File: src/hdl/fskdft_pkg.sv
// Shared constants and types for the FSK divider select and error estimate block
package fskdft_pkg;

	// ==================================================================
	// Register byte offsets on the AXI4-Lite slave
	localparam int          ADDR_W       = 8;
	localparam logic [7:0]  CTRL_OFF     = 8'h00;
	localparam logic [7:0]  ZERO_DIV_OFF = 8'h04;
	localparam logic [7:0]  ONE_DIV_OFF  = 8'h08;
	localparam logic [7:0]  FEE_OFF      = 8'h0C;
	localparam logic [7:0]  TRIM_OFF     = 8'h10;

	// ==================================================================
	// Field positions
	localparam int CTRL_TX_BIT    = 0;
	localparam int CTRL_MODE_LSB  = 1;
	localparam int CTRL_LEN_LSB   = 3;
	localparam int CTRL_START_BIT = 5;
	localparam int CTRL_W         = 5;
	localparam int DIV_M_LSB      = 0;
	localparam int DIV_N_LSB      = 8;
	localparam int DIV_A_LSB      = 16;
	localparam int FEE_BUSY_BIT   = 8;
	localparam int FEE_DONE_BIT   = 9;

	// ==================================================================
	// Values after reset
	localparam logic [4:0]  CTRL_RESET = 5'h00;
	localparam logic [7:0]  DIV_RESET  = 8'h00;
	localparam logic [7:0]  TRIM_RESET = 8'h00;
	localparam logic [7:0]  FEE_RESET  = 8'h00;

	// ==================================================================
	// Symbol counts per measurement length code
	localparam logic [6:0]  MEAS_LEN_0 = 7'd8;
	localparam logic [6:0]  MEAS_LEN_1 = 7'd16;
	localparam logic [6:0]  MEAS_LEN_2 = 7'd32;
	localparam logic [6:0]  MEAS_LEN_3 = 7'd65;

	localparam logic [1:0]  RESP_OKAY   = 2'b00;
	localparam logic [1:0]  RESP_SLVERR = 2'b10;

	typedef enum logic [1:0] {
		COUNT_OFF  = 2'b00,
		COUNT_UP   = 2'b01,
		COUNT_DN   = 2'b10,
		COUNT_UPDN = 2'b11
	} fskdft_count_mode_type;

	typedef enum logic [1:0] {
		MEAS_IDLE = 2'b00,
		MEAS_RUN  = 2'b01,
		MEAS_DONE = 2'b11
	} fskdft_meas_state_type;

	function automatic logic [6:0] fskdft_meas_len(input logic [1:0] code);
		case (code)
			2'b00:   fskdft_meas_len = MEAS_LEN_0;
			2'b01:   fskdft_meas_len = MEAS_LEN_1;
			2'b10:   fskdft_meas_len = MEAS_LEN_2;
			default: fskdft_meas_len = MEAS_LEN_3;
		endcase
	endfunction

endpackage

File: src/hdl/fskdft_divider_select.sv
// Picks the zero or one divider set from the synchronised transmit bit
module fskdft_divider_select #(
	parameter int DIV_W = 8
) (
	input  wire logic             aclk,
	input  wire logic             aresetn,
	input  wire logic             tx_mode,
	input  wire logic             data_pin_in,
	input  wire logic [DIV_W-1:0] zero_set_divider_m,
	input  wire logic [DIV_W-1:0] zero_set_divider_n,
	input  wire logic [DIV_W-1:0] zero_set_divider_a,
	input  wire logic [DIV_W-1:0] one_set_divider_m,
	input  wire logic [DIV_W-1:0] one_set_divider_n,
	input  wire logic [DIV_W-1:0] one_set_divider_a,
	output logic                  tx_bit,
	output logic      [DIV_W-1:0] synth_divider_m,
	output logic      [DIV_W-1:0] synth_divider_n,
	output logic      [DIV_W-1:0] synth_divider_a
);
	import fskdft_pkg::*;

	logic             sync_first;
	logic             next_m_sel;
	logic [DIV_W-1:0] next_m;
	logic [DIV_W-1:0] next_n;
	logic [DIV_W-1:0] next_a;

	// ==================================================================
	// Selection
	// Receive keeps the zero set so the LO stays on a fixed channel
	always_comb begin
		next_m_sel = tx_mode & tx_bit;
		next_m = next_m_sel ? one_set_divider_m : zero_set_divider_m;
		next_n = next_m_sel ? one_set_divider_n : zero_set_divider_n;
		next_a = next_m_sel ? one_set_divider_a : zero_set_divider_a;
	end

	always_ff @(posedge aclk) begin
		if (!aresetn) begin
			sync_first      <= 1'b0;
			tx_bit          <= 1'b0;
			synth_divider_m <= '0;
			synth_divider_n <= '0;
			synth_divider_a <= '0;
		end else begin
			sync_first      <= data_pin_in;
			tx_bit          <= sync_first;
			synth_divider_m <= next_m;
			synth_divider_n <= next_n;
			synth_divider_a <= next_a;
		end
	end

	// ==================================================================
	// Checks
	zero_set_used_a: assert property (@(posedge aclk) disable iff (!aresetn)
		tx_mode && !tx_bit |=> synth_divider_m == $past(zero_set_divider_m)
			&& synth_divider_n == $past(zero_set_divider_n)
			&& synth_divider_a == $past(zero_set_divider_a))
		else $error("zero bit did not select zero divider set");
	one_set_used_a: assert property (@(posedge aclk) disable iff (!aresetn)
		tx_mode && tx_bit |=> synth_divider_m == $past(one_set_divider_m)
			&& synth_divider_n == $past(one_set_divider_n)
			&& synth_divider_a == $past(one_set_divider_a))
		else $error("one bit did not select one divider set");
	pin_to_set_a: assert property (@(posedge aclk) disable iff (!aresetn)
		tx_mode [*4] ##0 data_pin_in [*4] ##1 tx_mode |-> ##1
			synth_divider_m == $past(one_set_divider_m))
		else $error("steady one on pin did not reach divider set");
	bit_one_c: cover property (@(posedge aclk) disable iff (!aresetn) tx_mode && tx_bit);
endmodule

File: src/hdl/fskdft_error_counter.sv
// Wrapping signed counter of demodulator up and down pulses over a symbol window
module fskdft_error_counter (
	input  wire logic       aclk,
	input  wire logic       aresetn,
	input  wire logic       start,
	input  wire logic [1:0] error_count_mode_field,
	input  wire logic [1:0] meas_length_field,
	input  wire logic       symbol_strobe,
	input  wire logic       up_pulse,
	input  wire logic       dn_pulse,
	output logic      [7:0] freq_error_estimate,
	output logic            busy,
	output logic            done
);
	import fskdft_pkg::*;

	fskdft_meas_state_type state;
	fskdft_meas_state_type next_state;
	fskdft_count_mode_type mode_q;
	fskdft_count_mode_type next_mode_q;
	logic [1:0]            len_q;
	logic [1:0]            next_len_q;
	logic [6:0]            sym_cnt;
	logic [6:0]            next_sym_cnt;
	logic [6:0]            target;
	logic [7:0]            next_est;

	assign target = 7'(fskdft_meas_len(len_q) - 7'd1);
	assign busy   = (state == MEAS_RUN);
	assign done   = (state == MEAS_DONE);

	// ==================================================================
	// Measurement sequence
	always_comb begin
		next_state   = state;
		next_mode_q  = mode_q;
		next_len_q   = len_q;
		next_sym_cnt = sym_cnt;
		next_est     = freq_error_estimate;
		case (state)
			MEAS_RUN: begin
				// Eight bits modulo 256, no saturation and no overflow flag
				case (mode_q)
					COUNT_UP: if (up_pulse) next_est = 8'(freq_error_estimate + 8'h01);
					COUNT_DN: if (dn_pulse) next_est = 8'(freq_error_estimate - 8'h01);
					COUNT_UPDN: begin
						if (up_pulse && !dn_pulse) next_est = 8'(freq_error_estimate + 8'h01);
						if (dn_pulse && !up_pulse) next_est = 8'(freq_error_estimate - 8'h01);
					end
					default: next_est = freq_error_estimate;
				endcase
				if (symbol_strobe) begin
					if (sym_cnt == target) begin
						next_state = MEAS_DONE;
					end else begin
						next_sym_cnt = 7'(sym_cnt + 7'd1);
					end
				end
			end
			MEAS_IDLE, MEAS_DONE: next_state = state;
			default: next_state = MEAS_IDLE;
		endcase
		// Restart wins over any pulse in the same cycle
		if (start && error_count_mode_field != COUNT_OFF) begin
			next_state   = MEAS_RUN;
			next_mode_q  = fskdft_count_mode_type'(error_count_mode_field);
			next_len_q   = meas_length_field;
			next_sym_cnt = 7'd0;
			next_est     = FEE_RESET;
		end
	end

	always_ff @(posedge aclk) begin
		if (!aresetn) begin
			state               <= MEAS_IDLE;
			mode_q              <= COUNT_OFF;
			len_q               <= 2'b00;
			sym_cnt             <= 7'd0;
			freq_error_estimate <= FEE_RESET;
		end else begin
			state               <= next_state;
			mode_q              <= next_mode_q;
			len_q               <= next_len_q;
			sym_cnt             <= next_sym_cnt;
			freq_error_estimate <= next_est;
		end
	end

	// ==================================================================
	// Checks
	wrap_low_end_a: assert property (@(posedge aclk) disable iff (!aresetn)
		busy && !start && mode_q != COUNT_UP && dn_pulse && !up_pulse
			&& freq_error_estimate == 8'h80 |=> freq_error_estimate == 8'h7F)
		else $error("counter did not wrap from -128 to +127");
	wrap_high_end_a: assert property (@(posedge aclk) disable iff (!aresetn)
		busy && !start && mode_q != COUNT_DN && up_pulse && !dn_pulse
			&& freq_error_estimate == 8'h7F |=> freq_error_estimate == 8'h80)
		else $error("counter did not wrap from +127 to -128");
	updn_count_a: assert property (@(posedge aclk) disable iff (!aresetn)
		busy && !start && mode_q == COUNT_UPDN && dn_pulse && !up_pulse
			|=> freq_error_estimate == 8'($past(freq_error_estimate) - 8'h01))
		else $error("down pulse did not decrement estimate");
	window_end_a: assert property (@(posedge aclk) disable iff (!aresetn)
		busy && !start && symbol_strobe && sym_cnt == target |=> done ##1 done || $past(start))
		else $error("measurement window did not end on last symbol");
	start_clears_a: assert property (@(posedge aclk) disable iff (!aresetn)
		start && error_count_mode_field != COUNT_OFF |=> busy && freq_error_estimate == 8'h00)
		else $error("start did not clear estimate");
	wrap_c: cover property (@(posedge aclk) disable iff (!aresetn)
		busy && freq_error_estimate == 8'h80 ##1 freq_error_estimate == 8'h7F);
	long_window_c: cover property (@(posedge aclk) disable iff (!aresetn)
		busy && len_q == 2'b11 ##1 done);
endmodule

File: src/hdl/fskdft_top.sv
// Top of the FSK divider select and frequency error estimate block with AXI4-Lite registers
//
// Chosen here: the AXI4-Lite register port and the placing of the registers.
module fskdft_top #(
	parameter int DIV_W = 8
) (
	input  wire logic                         aclk,
	input  wire logic                         aresetn,
	input  wire logic [fskdft_pkg::ADDR_W-1:0] s_axi_awaddr,
	input  wire logic                         s_axi_awvalid,
	output logic                              s_axi_awready,
	input  wire logic [31:0]                  s_axi_wdata,
	input  wire logic [3:0]                   s_axi_wstrb,
	input  wire logic                         s_axi_wvalid,
	output logic                              s_axi_wready,
	output logic      [1:0]                   s_axi_bresp,
	output logic                              s_axi_bvalid,
	input  wire logic                         s_axi_bready,
	input  wire logic [fskdft_pkg::ADDR_W-1:0] s_axi_araddr,
	input  wire logic                         s_axi_arvalid,
	output logic                              s_axi_arready,
	output logic      [31:0]                  s_axi_rdata,
	output logic      [1:0]                   s_axi_rresp,
	output logic                              s_axi_rvalid,
	input  wire logic                         s_axi_rready,
	input  wire logic                         serial_data_pin_i,
	output logic                              serial_data_pin_o,
	output logic                              serial_data_pin_oe,
	input  wire logic                         rx_data_bit,
	input  wire logic                         demod_up_pulse,
	input  wire logic                         demod_dn_pulse,
	input  wire logic                         symbol_strobe,
	output logic      [DIV_W-1:0]             synth_divider_m,
	output logic      [DIV_W-1:0]             synth_divider_n,
	output logic      [DIV_W-1:0]             synth_divider_a,
	output logic      [7:0]                   crystal_osc_trim,
	output logic                              tx_bit
);
	import fskdft_pkg::*;

	// ==================================================================
	// Register and bus state
	logic [CTRL_W-1:0] ctrl;
	logic [CTRL_W-1:0] next_ctrl;
	logic [23:0]       zero_div;
	logic [23:0]       next_zero_div;
	logic [23:0]       one_div;
	logic [23:0]       next_one_div;
	logic [7:0]        trim;
	logic [7:0]        next_trim;
	logic              start;
	logic              next_start;
	logic              aw_held;
	logic              next_aw_held;
	logic [ADDR_W-1:0] aw_addr;
	logic [ADDR_W-1:0] next_aw_addr;
	logic              w_held;
	logic              next_w_held;
	logic [31:0]       w_data;
	logic [31:0]       next_w_data;
	logic [3:0]        w_strb;
	logic [3:0]        next_w_strb;
	logic              next_bvalid;
	logic [1:0]        next_bresp;
	logic              next_rvalid;
	logic [31:0]       next_rdata;
	logic [1:0]        next_rresp;
	logic              wr_fire;
	logic [31:0]       merged;
	logic [7:0]        fee_value;
	logic              fee_busy;
	logic              fee_done;
	logic              rx_out;
	logic              next_rx_out;

	function automatic logic [31:0] merge_strb(input logic [31:0] old,
		input logic [31:0] data, input logic [3:0] strb);
		logic [31:0] res;
		res = old;
		for (int i = 0; i < 4; i++) begin
			if (strb[i]) res[i*8 +: 8] = data[i*8 +: 8];
		end
		return res;
	endfunction

	function automatic logic is_mapped(input logic [ADDR_W-1:0] addr);
		logic [ADDR_W-1:0] word;
		word = {addr[ADDR_W-1:2], 2'b00};
		return word == CTRL_OFF || word == ZERO_DIV_OFF || word == ONE_DIV_OFF
			|| word == FEE_OFF || word == TRIM_OFF;
	endfunction

	assign s_axi_awready = !aw_held && !s_axi_bvalid;
	assign s_axi_wready  = !w_held && !s_axi_bvalid;
	assign s_axi_arready = !s_axi_rvalid;
	assign wr_fire       = aw_held && w_held && !s_axi_bvalid;

	// ==================================================================
	// Write path
	always_comb begin
		next_aw_held  = aw_held;
		next_aw_addr  = aw_addr;
		next_w_held   = w_held;
		next_w_data   = w_data;
		next_w_strb   = w_strb;
		next_bvalid   = s_axi_bvalid;
		next_bresp    = s_axi_bresp;
		next_ctrl     = ctrl;
		next_zero_div = zero_div;
		next_one_div  = one_div;
		next_trim     = trim;
		next_start    = 1'b0;
		merged        = 32'h0000_0000;
		if (s_axi_awvalid && s_axi_awready) begin
			next_aw_held = 1'b1;
			next_aw_addr = s_axi_awaddr;
		end
		if (s_axi_wvalid && s_axi_wready) begin
			next_w_held = 1'b1;
			next_w_data = s_axi_wdata;
			next_w_strb = s_axi_wstrb;
		end
		if (s_axi_bvalid && s_axi_bready) next_bvalid = 1'b0;
		if (wr_fire) begin
			next_aw_held = 1'b0;
			next_w_held  = 1'b0;
			next_bvalid  = 1'b1;
			next_bresp   = is_mapped(aw_addr) ? RESP_OKAY : RESP_SLVERR;
			case ({aw_addr[ADDR_W-1:2], 2'b00})
				CTRL_OFF: begin
					merged     = merge_strb({27'h0, ctrl}, w_data, w_strb);
					next_ctrl  = merged[CTRL_W-1:0];
					next_start = merged[CTRL_START_BIT];
				end
				ZERO_DIV_OFF: begin
					merged        = merge_strb({8'h00, zero_div}, w_data, w_strb);
					next_zero_div = merged[23:0];
				end
				ONE_DIV_OFF: begin
					merged       = merge_strb({8'h00, one_div}, w_data, w_strb);
					next_one_div = merged[23:0];
				end
				TRIM_OFF: begin
					merged    = merge_strb({24'h0, trim}, w_data, w_strb);
					next_trim = merged[7:0];
				end
				default: merged = 32'h0000_0000;
			endcase
		end
	end

	// ==================================================================
	// Read path
	always_comb begin
		next_rvalid = s_axi_rvalid;
		next_rdata  = s_axi_rdata;
		next_rresp  = s_axi_rresp;
		if (s_axi_rvalid && s_axi_rready) next_rvalid = 1'b0;
		if (s_axi_arvalid && s_axi_arready) begin
			next_rvalid = 1'b1;
			next_rresp  = is_mapped(s_axi_araddr) ? RESP_OKAY : RESP_SLVERR;
			case ({s_axi_araddr[ADDR_W-1:2], 2'b00})
				CTRL_OFF:     next_rdata = {27'h0, ctrl};
				ZERO_DIV_OFF: next_rdata = {8'h00, zero_div};
				ONE_DIV_OFF:  next_rdata = {8'h00, one_div};
				FEE_OFF:      next_rdata = {22'h0, fee_done, fee_busy, fee_value};
				TRIM_OFF:     next_rdata = {24'h0, trim};
				default:      next_rdata = 32'h0000_0000;
			endcase
		end
	end

	// ==================================================================
	// Serial data pin direction
	always_comb begin
		next_rx_out = rx_data_bit;
	end

	// Driven only while receiving, so the host owns the wire in transmit
	assign serial_data_pin_oe = !ctrl[CTRL_TX_BIT];
	assign serial_data_pin_o  = rx_out;
	assign crystal_osc_trim   = trim;

	always_ff @(posedge aclk) begin
		if (!aresetn) begin
			ctrl         <= CTRL_RESET;
			zero_div     <= {3{DIV_RESET}};
			one_div      <= {3{DIV_RESET}};
			trim         <= TRIM_RESET;
			start        <= 1'b0;
			aw_held      <= 1'b0;
			aw_addr      <= '0;
			w_held       <= 1'b0;
			w_data       <= 32'h0000_0000;
			w_strb       <= 4'h0;
			s_axi_bvalid <= 1'b0;
			s_axi_bresp  <= RESP_OKAY;
			s_axi_rvalid <= 1'b0;
			s_axi_rdata  <= 32'h0000_0000;
			s_axi_rresp  <= RESP_OKAY;
			rx_out       <= 1'b0;
		end else begin
			ctrl         <= next_ctrl;
			zero_div     <= next_zero_div;
			one_div      <= next_one_div;
			trim         <= next_trim;
			start        <= next_start;
			aw_held      <= next_aw_held;
			aw_addr      <= next_aw_addr;
			w_held       <= next_w_held;
			w_data       <= next_w_data;
			w_strb       <= next_w_strb;
			s_axi_bvalid <= next_bvalid;
			s_axi_bresp  <= next_bresp;
			s_axi_rvalid <= next_rvalid;
			s_axi_rdata  <= next_rdata;
			s_axi_rresp  <= next_rresp;
			rx_out       <= next_rx_out;
		end
	end

	// ==================================================================
	// Submodules
	fskdft_divider_select #(
		.DIV_W (DIV_W)
	) u_divider_select (
		.aclk               (aclk),
		.aresetn            (aresetn),
		.tx_mode            (ctrl[CTRL_TX_BIT]),
		.data_pin_in        (serial_data_pin_i),
		.zero_set_divider_m (zero_div[DIV_M_LSB +: DIV_W]),
		.zero_set_divider_n (zero_div[DIV_N_LSB +: DIV_W]),
		.zero_set_divider_a (zero_div[DIV_A_LSB +: DIV_W]),
		.one_set_divider_m  (one_div[DIV_M_LSB +: DIV_W]),
		.one_set_divider_n  (one_div[DIV_N_LSB +: DIV_W]),
		.one_set_divider_a  (one_div[DIV_A_LSB +: DIV_W]),
		.tx_bit             (tx_bit),
		.synth_divider_m    (synth_divider_m),
		.synth_divider_n    (synth_divider_n),
		.synth_divider_a    (synth_divider_a)
	);

	fskdft_error_counter u_error_counter (
		.aclk                   (aclk),
		.aresetn                (aresetn),
		.start                  (start),
		.error_count_mode_field (ctrl[CTRL_MODE_LSB +: 2]),
		.meas_length_field      (ctrl[CTRL_LEN_LSB +: 2]),
		.symbol_strobe          (symbol_strobe),
		.up_pulse               (demod_up_pulse),
		.dn_pulse               (demod_dn_pulse),
		.freq_error_estimate    (fee_value),
		.busy                   (fee_busy),
		.done                   (fee_done)
	);

	// ==================================================================
	// Checks
	pin_direction_a: assert property (@(posedge aclk) disable iff (!aresetn)
		ctrl[CTRL_TX_BIT] |-> !serial_data_pin_oe ##0 $past(rx_data_bit) == serial_data_pin_o)
		else $error("data pin driven while transmitting");
	fee_readback_a: assert property (@(posedge aclk) disable iff (!aresetn)
		s_axi_arvalid && s_axi_arready && s_axi_araddr[ADDR_W-1:2] == FEE_OFF[ADDR_W-1:2]
			|=> s_axi_rvalid && s_axi_rdata[7:0] == $past(fee_value))
		else $error("estimate register read returned wrong value");
	write_resp_a: assert property (@(posedge aclk) disable iff (!aresetn)
		wr_fire |=> s_axi_bvalid && !aw_held && !w_held)
		else $error("write response missing after address and data");
	fee_read_c: cover property (@(posedge aclk) disable iff (!aresetn)
		s_axi_rvalid && s_axi_rready && fee_done);
	tx_write_c: cover property (@(posedge aclk) disable iff (!aresetn)
		wr_fire && aw_addr == CTRL_OFF && w_data[CTRL_TX_BIT]);
endmodule

File: config.mk
export PLATFORM = sky130hd
export DESIGN_NAME = fskdft_top
export DESIGN_NICKNAME = d
export VERILOG_FILES = /design/src/hdl/fskdft_pkg.sv /design/src/hdl/fskdft_divider_select.sv /design/src/hdl/fskdft_error_counter.sv /design/src/hdl/fskdft_top.sv
export SDC_FILE = /design/constraint.sdc
export NUM_CORES = 1
export LEC_CHECK = 0
export BUFFER_PORTS_ARGS = -buffer_cell sky130_fd_sc_hd__buf_4
export CORE_MARGIN = 2
export CORE_UTILIZATION = 46
export CTS_BUF_LIST = sky130_fd_sc_hd__clkbuf_4 sky130_fd_sc_hd__clkbuf_8
export DETAILED_ROUTE_END_ITERATION = 16
export PLACE_DENSITY = 0.75
export SLEW_MARGIN = 20
export SYNTH_ARGS = -nofsm -noshare
export SYNTH_HDL_FRONTEND = slang
export SYNTH_HIERARCHICAL = 1
export SYNTH_SLANG_ARGS = --single-unit
File: constraint.sdc
create_clock -name aclk -period 3.2 [get_ports aclk]
set_input_delay 0.48 -clock aclk [delete_from_list [all_inputs] [get_ports aclk]]
set_output_delay 0.48 -clock aclk [all_outputs]
set_load 0.01 [all_outputs]
* Yosys cells after proc, flatten, opt, wreduce, memory -nomap -nowiden *
Cells that the tools add are included.

storage, ports and cells
  word-level logic and storage cells = 134
  flip-flop bits (word level) = 185

operators by class
  bitwise operators = 4
  add/subtract/negate cells = 4
  eq/ne operators = 24
  multiplexer cells = 20
  reductions and logical operators = 51

operators by type and width
  operator             number
  $pmux 24 s5          1
  $mux 8               7
  $reduce_and 3->1     11
  $eq 6x2->1 const B   4
  $pmux 8 s3           1
  $pmux 7 s3           1
  $eq 6x1->1 const B   2
  $eq 6x3->1 const B   2
  $logic_and 1x1->1    12
  $logic_not 6->1      2
  $add 8x1->8 const B  1
  $eq 2x2->1 const B   4
  $logic_or 1x1->1     8
  $mux 2               4
  $sub 8x1->8 const B  1
  $add 7x1->7 const B  1
  $eq 7x7->1           1
  $logic_not 1->1      7
  $sub 7x1->7 const B  1
  $eq 2x1->1 const B   3
  $ne 2x2->1 const B   3
  $ne 3x1->1 const B   2
  $reduce_bool 2->1    3
  $reduce_or 2->1      3
  10 further kinds     18

* Longest topological paths before layout *
  word-level depth = 8
  mapped depth = 7
  depth with buffers taken out = 7

* By module *
Netlist, hierarchy kept.

modules (own cells, without submodules)
  module                 instances  area an instance (um^2)  cells an instance
  fskdft_top             1          5357.6                   541
  fskdft_error_counter   1          1271.2                   149
  fskdft_divider_select  1          1083.5                   115

* Worst setup path before layout *
OpenSTA, ideal clock, no wires.

  path type = flip-flop to flip-flop
  start point = register u_error_counter.len_q[1]
  end point = register u_error_counter.sym_cnt[3]
  setup slack = 1426 ps
  data required time = 3140 ps
  cell stages (with the launch flop) = 7
  data arrival time = 1714 ps
  path through = dfxtp_1 > ha_1 > or4b_1 > a211oi_2 > a21oi_1 > a31o_1 > nand2_1

on the way
  longest elaborated chain between the ends = 6
  elaborated cells between the ends (all ways) = 8
  those cells by class = add/sub (1); eq/ne (3); mux (1); bitwise (1); reduce/logical (2)

ends and longest elaborated chain
  item                                      RTL line                    RTL
  from (decl)                               fskdft_error_counter.sv:21  logic [1:0] len_q;
  from (signal assigned)                    fskdft_error_counter.sv:83  len_q <= next_len_q;
  $eq 2x2->1, or another cell as far along  fskdft_pkg.sv:57            case (code)
  $pmux 7 s3 *                              fskdft_pkg.sv:57
  $sub 7x1->7 *                             fskdft_error_counter.sv:28  assign target = 7'(fskdft_meas_len(len_q) - 7'd1);
  $eq 7x7->1 *                              fskdft_error_counter.sv:53  if (sym_cnt == target) begin
  $not 1->1 (no source line) *              n/a
  $reduce_and 3->1 (no source line) *       n/a
  to (signal assigned)                      fskdft_error_counter.sv:84  sym_cnt <= next_sym_cnt;
  to (decl)                                 fskdft_error_counter.sv:23  logic [6:0] sym_cnt;

Every way passes the cells marked *; elsewhere a longest branch is shown, timed or not.
A chain may end at the register's enable or synchronous reset.

* Final worst setup path *
Ends and elaborated chain as after synthesis.

==> summary by stage <==
Routing
The detail route stage leaves a number of antenna-violating nets equal to 0. The aggregate routed wire length is 17800 um. The routed layout has 5981 vias. The number of remaining DRC errors is 0.

Using the TritonRoute via totals, the vias-per-cell ratio works out to 5.29. The count of TritonRoute iterations in the first routing pass is 5. The first routing iteration left 383 violations. Dividing the detail-routed wire length by the instance count gives 15.8 um.

Place
The congestion estimate from routability-driven global placement came to 0.829. The number of input and output port buffers inserted is 116. The total cell area at the placement stage is 8610 um^2.

Detailed placement ended at an HPWL of 12600 um.

Clock tree
The number of gates resized after CTS is 0. TritonCTS created 17 clock buffers. Clock tree synthesis found a total of 173 sinks.

TritonCTS built the clock tree. The maximum level of the CTS H-tree is 4. Counting along the longest clock path gives a buffer depth of 2. Hold repair after CTS inserted 0 buffers.

The clock tree root driver cell is sky130_fd_sc_hd__clkbuf_8. The clock reaches the later pin of the worst-skew pair after 460 ps. After clock tree synthesis, the setup repair step added 0 buffers. The clock transition at the registers of the reported paths is 80 ps.

Die
The initial core utilization is 46.8%. The die span in x is 133 um. In this run the count of I/O pins placed on the die edge is 140.

The vertical die dimension is 133 um. The area of the placeable core is 16500 um^2. The number of rows created at floorplan is 47. The total die area is 17800 um^2.

Synth
After synthesis, the cell types taking the most area are sky130_fd_sc_hd__dfxtp_1, sky130_fd_sc_hd__mux2i_1, sky130_fd_sc_hd__nor2b_1. The top cell type's share of synthesized area is 44.9%. A synthesized cell averages 9.58 um^2. The share of flip-flops with an asynchronous set or reset after synthesis is 0%.

The cell type with the largest total area after synthesis is sky130_fd_sc_hd__dfxtp_1. The synthesized area is 7710 um^2. Counting distinct cell types in the post-synthesis netlist gives 65.

By instance count, the leading cell after synthesis is sky130_fd_sc_hd__dfxtp_1. The flip-flop cell with the highest count after synthesis is sky130_fd_sc_hd__dfxtp_1. Sequential cells were found to cover 44.9% of the synthesized design area. Counting flops with a built-in enable in the synthesized netlist gives 0. The post-synthesis cell count is 805.

The yosys synthesis warning count is 6. The count of state elements after synthesis is 173. In the synthesized netlist, the cells that appear most often are sky130_fd_sc_hd__dfxtp_1, sky130_fd_sc_hd__nand2_1, sky130_fd_sc_hd__mux2i_1, sky130_fd_sc_hd__nor2b_1, sky130_fd_sc_hd__a21boi_0.

Setup path
The largest single stage delay on the critical path is 470 ps. The largest individual stage delay along the critical path comes from the cell sky130_fd_sc_hd__or4b_1. The critical path contains buffers and inverters numbering 0 combined.

The startpoint type of the worst setup path is a flop. Traced cell by cell, the critical path runs through ha_1 -> or4b_1 -> a211oi_2 -> a21oi_1 -> a31o_1 -> nand2_1. The critical path class is reg2reg. For the worst setup path, the data arrival time is 2450 ps. Broken down by cell family, the worst path's largest delay share belongs to compound AO/OA/AOI/OAI gates.

The worst setup path is captured at a flop. At the worst endpoint, the required time is 3600 ps. The maximum fanout count along the critical path is 6.

GRT
Entering global routing, the biggest net connects 151 pins. The initial antenna violation count is 0. The number of global-route vias before repair is 5396. Global routing finished with a remaining overflow of 0.

The first global-routing pass estimated 28500 um of wire. The total routing usage reported by global routing is 20.2%.

Timing
The setup skew after layout is 14.1 ps. The fmax is 0.487 GHz. The worst path needs 2050 ps of the cycle, external delays included.

Setup repair after global routing left no endpoint under its margin. The hold violation total from the final report came to 0. The setup TNS is 0 ps. The max-slew violation total from the final report was 0. The number of setup violations in the final report is 0. At the pin with the least slew margin, the transition time is 627 ps. The final clock period utilization by the worst path is 64.2%. The headroom to the max-slew limit is 58.2%.

Power and ir drop
In this run the power density over the cells is 463 nW/um^2. VDD sags by at most 0.000258 V. The analysis attributes to cell leakage a power of 3.74 nW.

Worst hold path
The path class of the tightest hold or removal check is in2reg.

Finish
The final-stage net count is 972. The final instance area is 9050 um^2. The filler cells instantiated in the layout total 1487. The core occupancy in the finished layout is 55.0%.

Cells with a size suffix above 1 make up 23.1% of the layout. The area growth from synthesis to layout is 17.4%. 0 antenna diodes ended up in the layout.

Run
The tool flagged a number of max-cap violations equal to 0.

Outcome
The flow ran to the end, and the final reports show no timing, DRC or antenna violations.
-- cell type report --
cell class / instances / area [um^2] / share of cell area, %
repair buffers: 124 / 943 / 10.4
flip-flops and latches: 173 / 3460 / 38.2
clock buffers: 21 / 283 / 3.12
well taps: 220 / 275 / 3.04
inverters: 11 / 41.3 / 0.456
clock inverters: 10 / 161 / 1.78
multi-input cells: 572 / 3890 / 42.9
-- flip-flops by register name (all words and copies together), names as in the netlist, 3 cells and up --
| name | cells |
|---|---|
| w_data | 24 |
| u_error_counter/freq_error_estimate | 8 |
| one_div | 24 |
| aw_addr | 6 |
| zero_div | 24 |
| u_divider_select/synth_divider_n | 8 |
| u_error_counter/sym_cnt | 7 |
| u_divider_select/synth_divider_a | 8 |
| u_divider_select/synth_divider_m | 8 |
| s_axi_rdata | 24 |
| ctrl | 5 |
| crystal_osc_trim | 8 |
| w_strb | 3 |
-- worst paths after layout --
kind / slack (ps) / end / from / cells past startpoint
setup / recovery: 1150 / u_error_counter/sym_cnt[3]$_SDFFE_PP0P_ / u_error_counter/len_q[1]$_SDFFE_PN0P_ / 6
hold / removal: 230 / serial_data_pin_o$_SDFF_PN0_ / rx_data_bit / 2
setup reg to reg: 1150 / u_error_counter/sym_cnt[3]$_SDFFE_PP0P_ / u_error_counter/len_q[1]$_SDFFE_PN0P_ / 6
hold reg to reg: 440 / u_divider_select/tx_bit$_SDFF_PN0_ / u_divider_select/sync_first$_SDFF_PN0_ / 1
-- report_power, final --
part	total (W)	switching [W]	leakage [nW]	internal (W)
logic	0.000284	0.000157	2.12	0.000128
clock network	0.00168	0.000759	0.218	0.000917
registers	0.00223	0.0000400	1.40	0.00219
total	0.00419	0.000956	3.74	0.00324
-- logic make-up after synthesis --
family,share of synthesized area (%)
and+or+nand+nor,21.9
muxes,10.7
buffers and inverters,5.13
DFF,44.9
other,0.0486
AOI/OAI and AO/OA,14.6
adders and majority gates,1.46
xor gates and xnor gates,1.25
-- worst reg2reg max path, cell delays in order (launching register included) --
cell	delay, ps
sky130_fd_sc_hd__dfxtp_1	400
sky130_fd_sc_hd__ha_1	220
sky130_fd_sc_hd__or4b_1	470
sky130_fd_sc_hd__a211oi_2	320
sky130_fd_sc_hd__a21oi_1	250
sky130_fd_sc_hd__a31o_1	280
sky130_fd_sc_hd__nand2_1	50
-- through the flow --
step                cells  hold WS (ps)  worst slack, ps  total power (W)
CTS                  1131           188             1170          0.00424
global route         1131           199             1020          0.00435
detailed placement   1100           428             1030          0.00257
finish               1131           231             1150          0.00419
global placement     1100           418             1020          0.00256
floorplan             814           412             1430          0.00246
-- metal layers --
| metal | vias up | track usage, % | wire [um] |
|---|---|---|---|
| met5 | - | 0 | 0 |
| met4 | 0 | 7.51 | 347 |
| met3 | 29 | 4.03 | 961 |
| met2 | 169 | 29.1 | 7690 |
| met1 | 2809 | 29.8 | 8840 |
| li1 | 2974 | - | - |
-- cells in the final DEF, fill, tap and decap left out, drive strengths merged, types with 4 or more instances in the layout --
cell type	n
conb	10
xnor2	10
buf	124
nand3	8
o21ai	57
ha	9
nor2	22
a31o	5
nor3	5
and2	14
a221oi	8
a22oi	16
nor2b	79
a211oi	6
bufinv	4
inv	12
nand2b	5
mux2i	80
nand2	122
a21boi	31
nand4	34
clkbuf	21
a21oi	12
dfxtp	173
(Power assumes the default switching activity.)
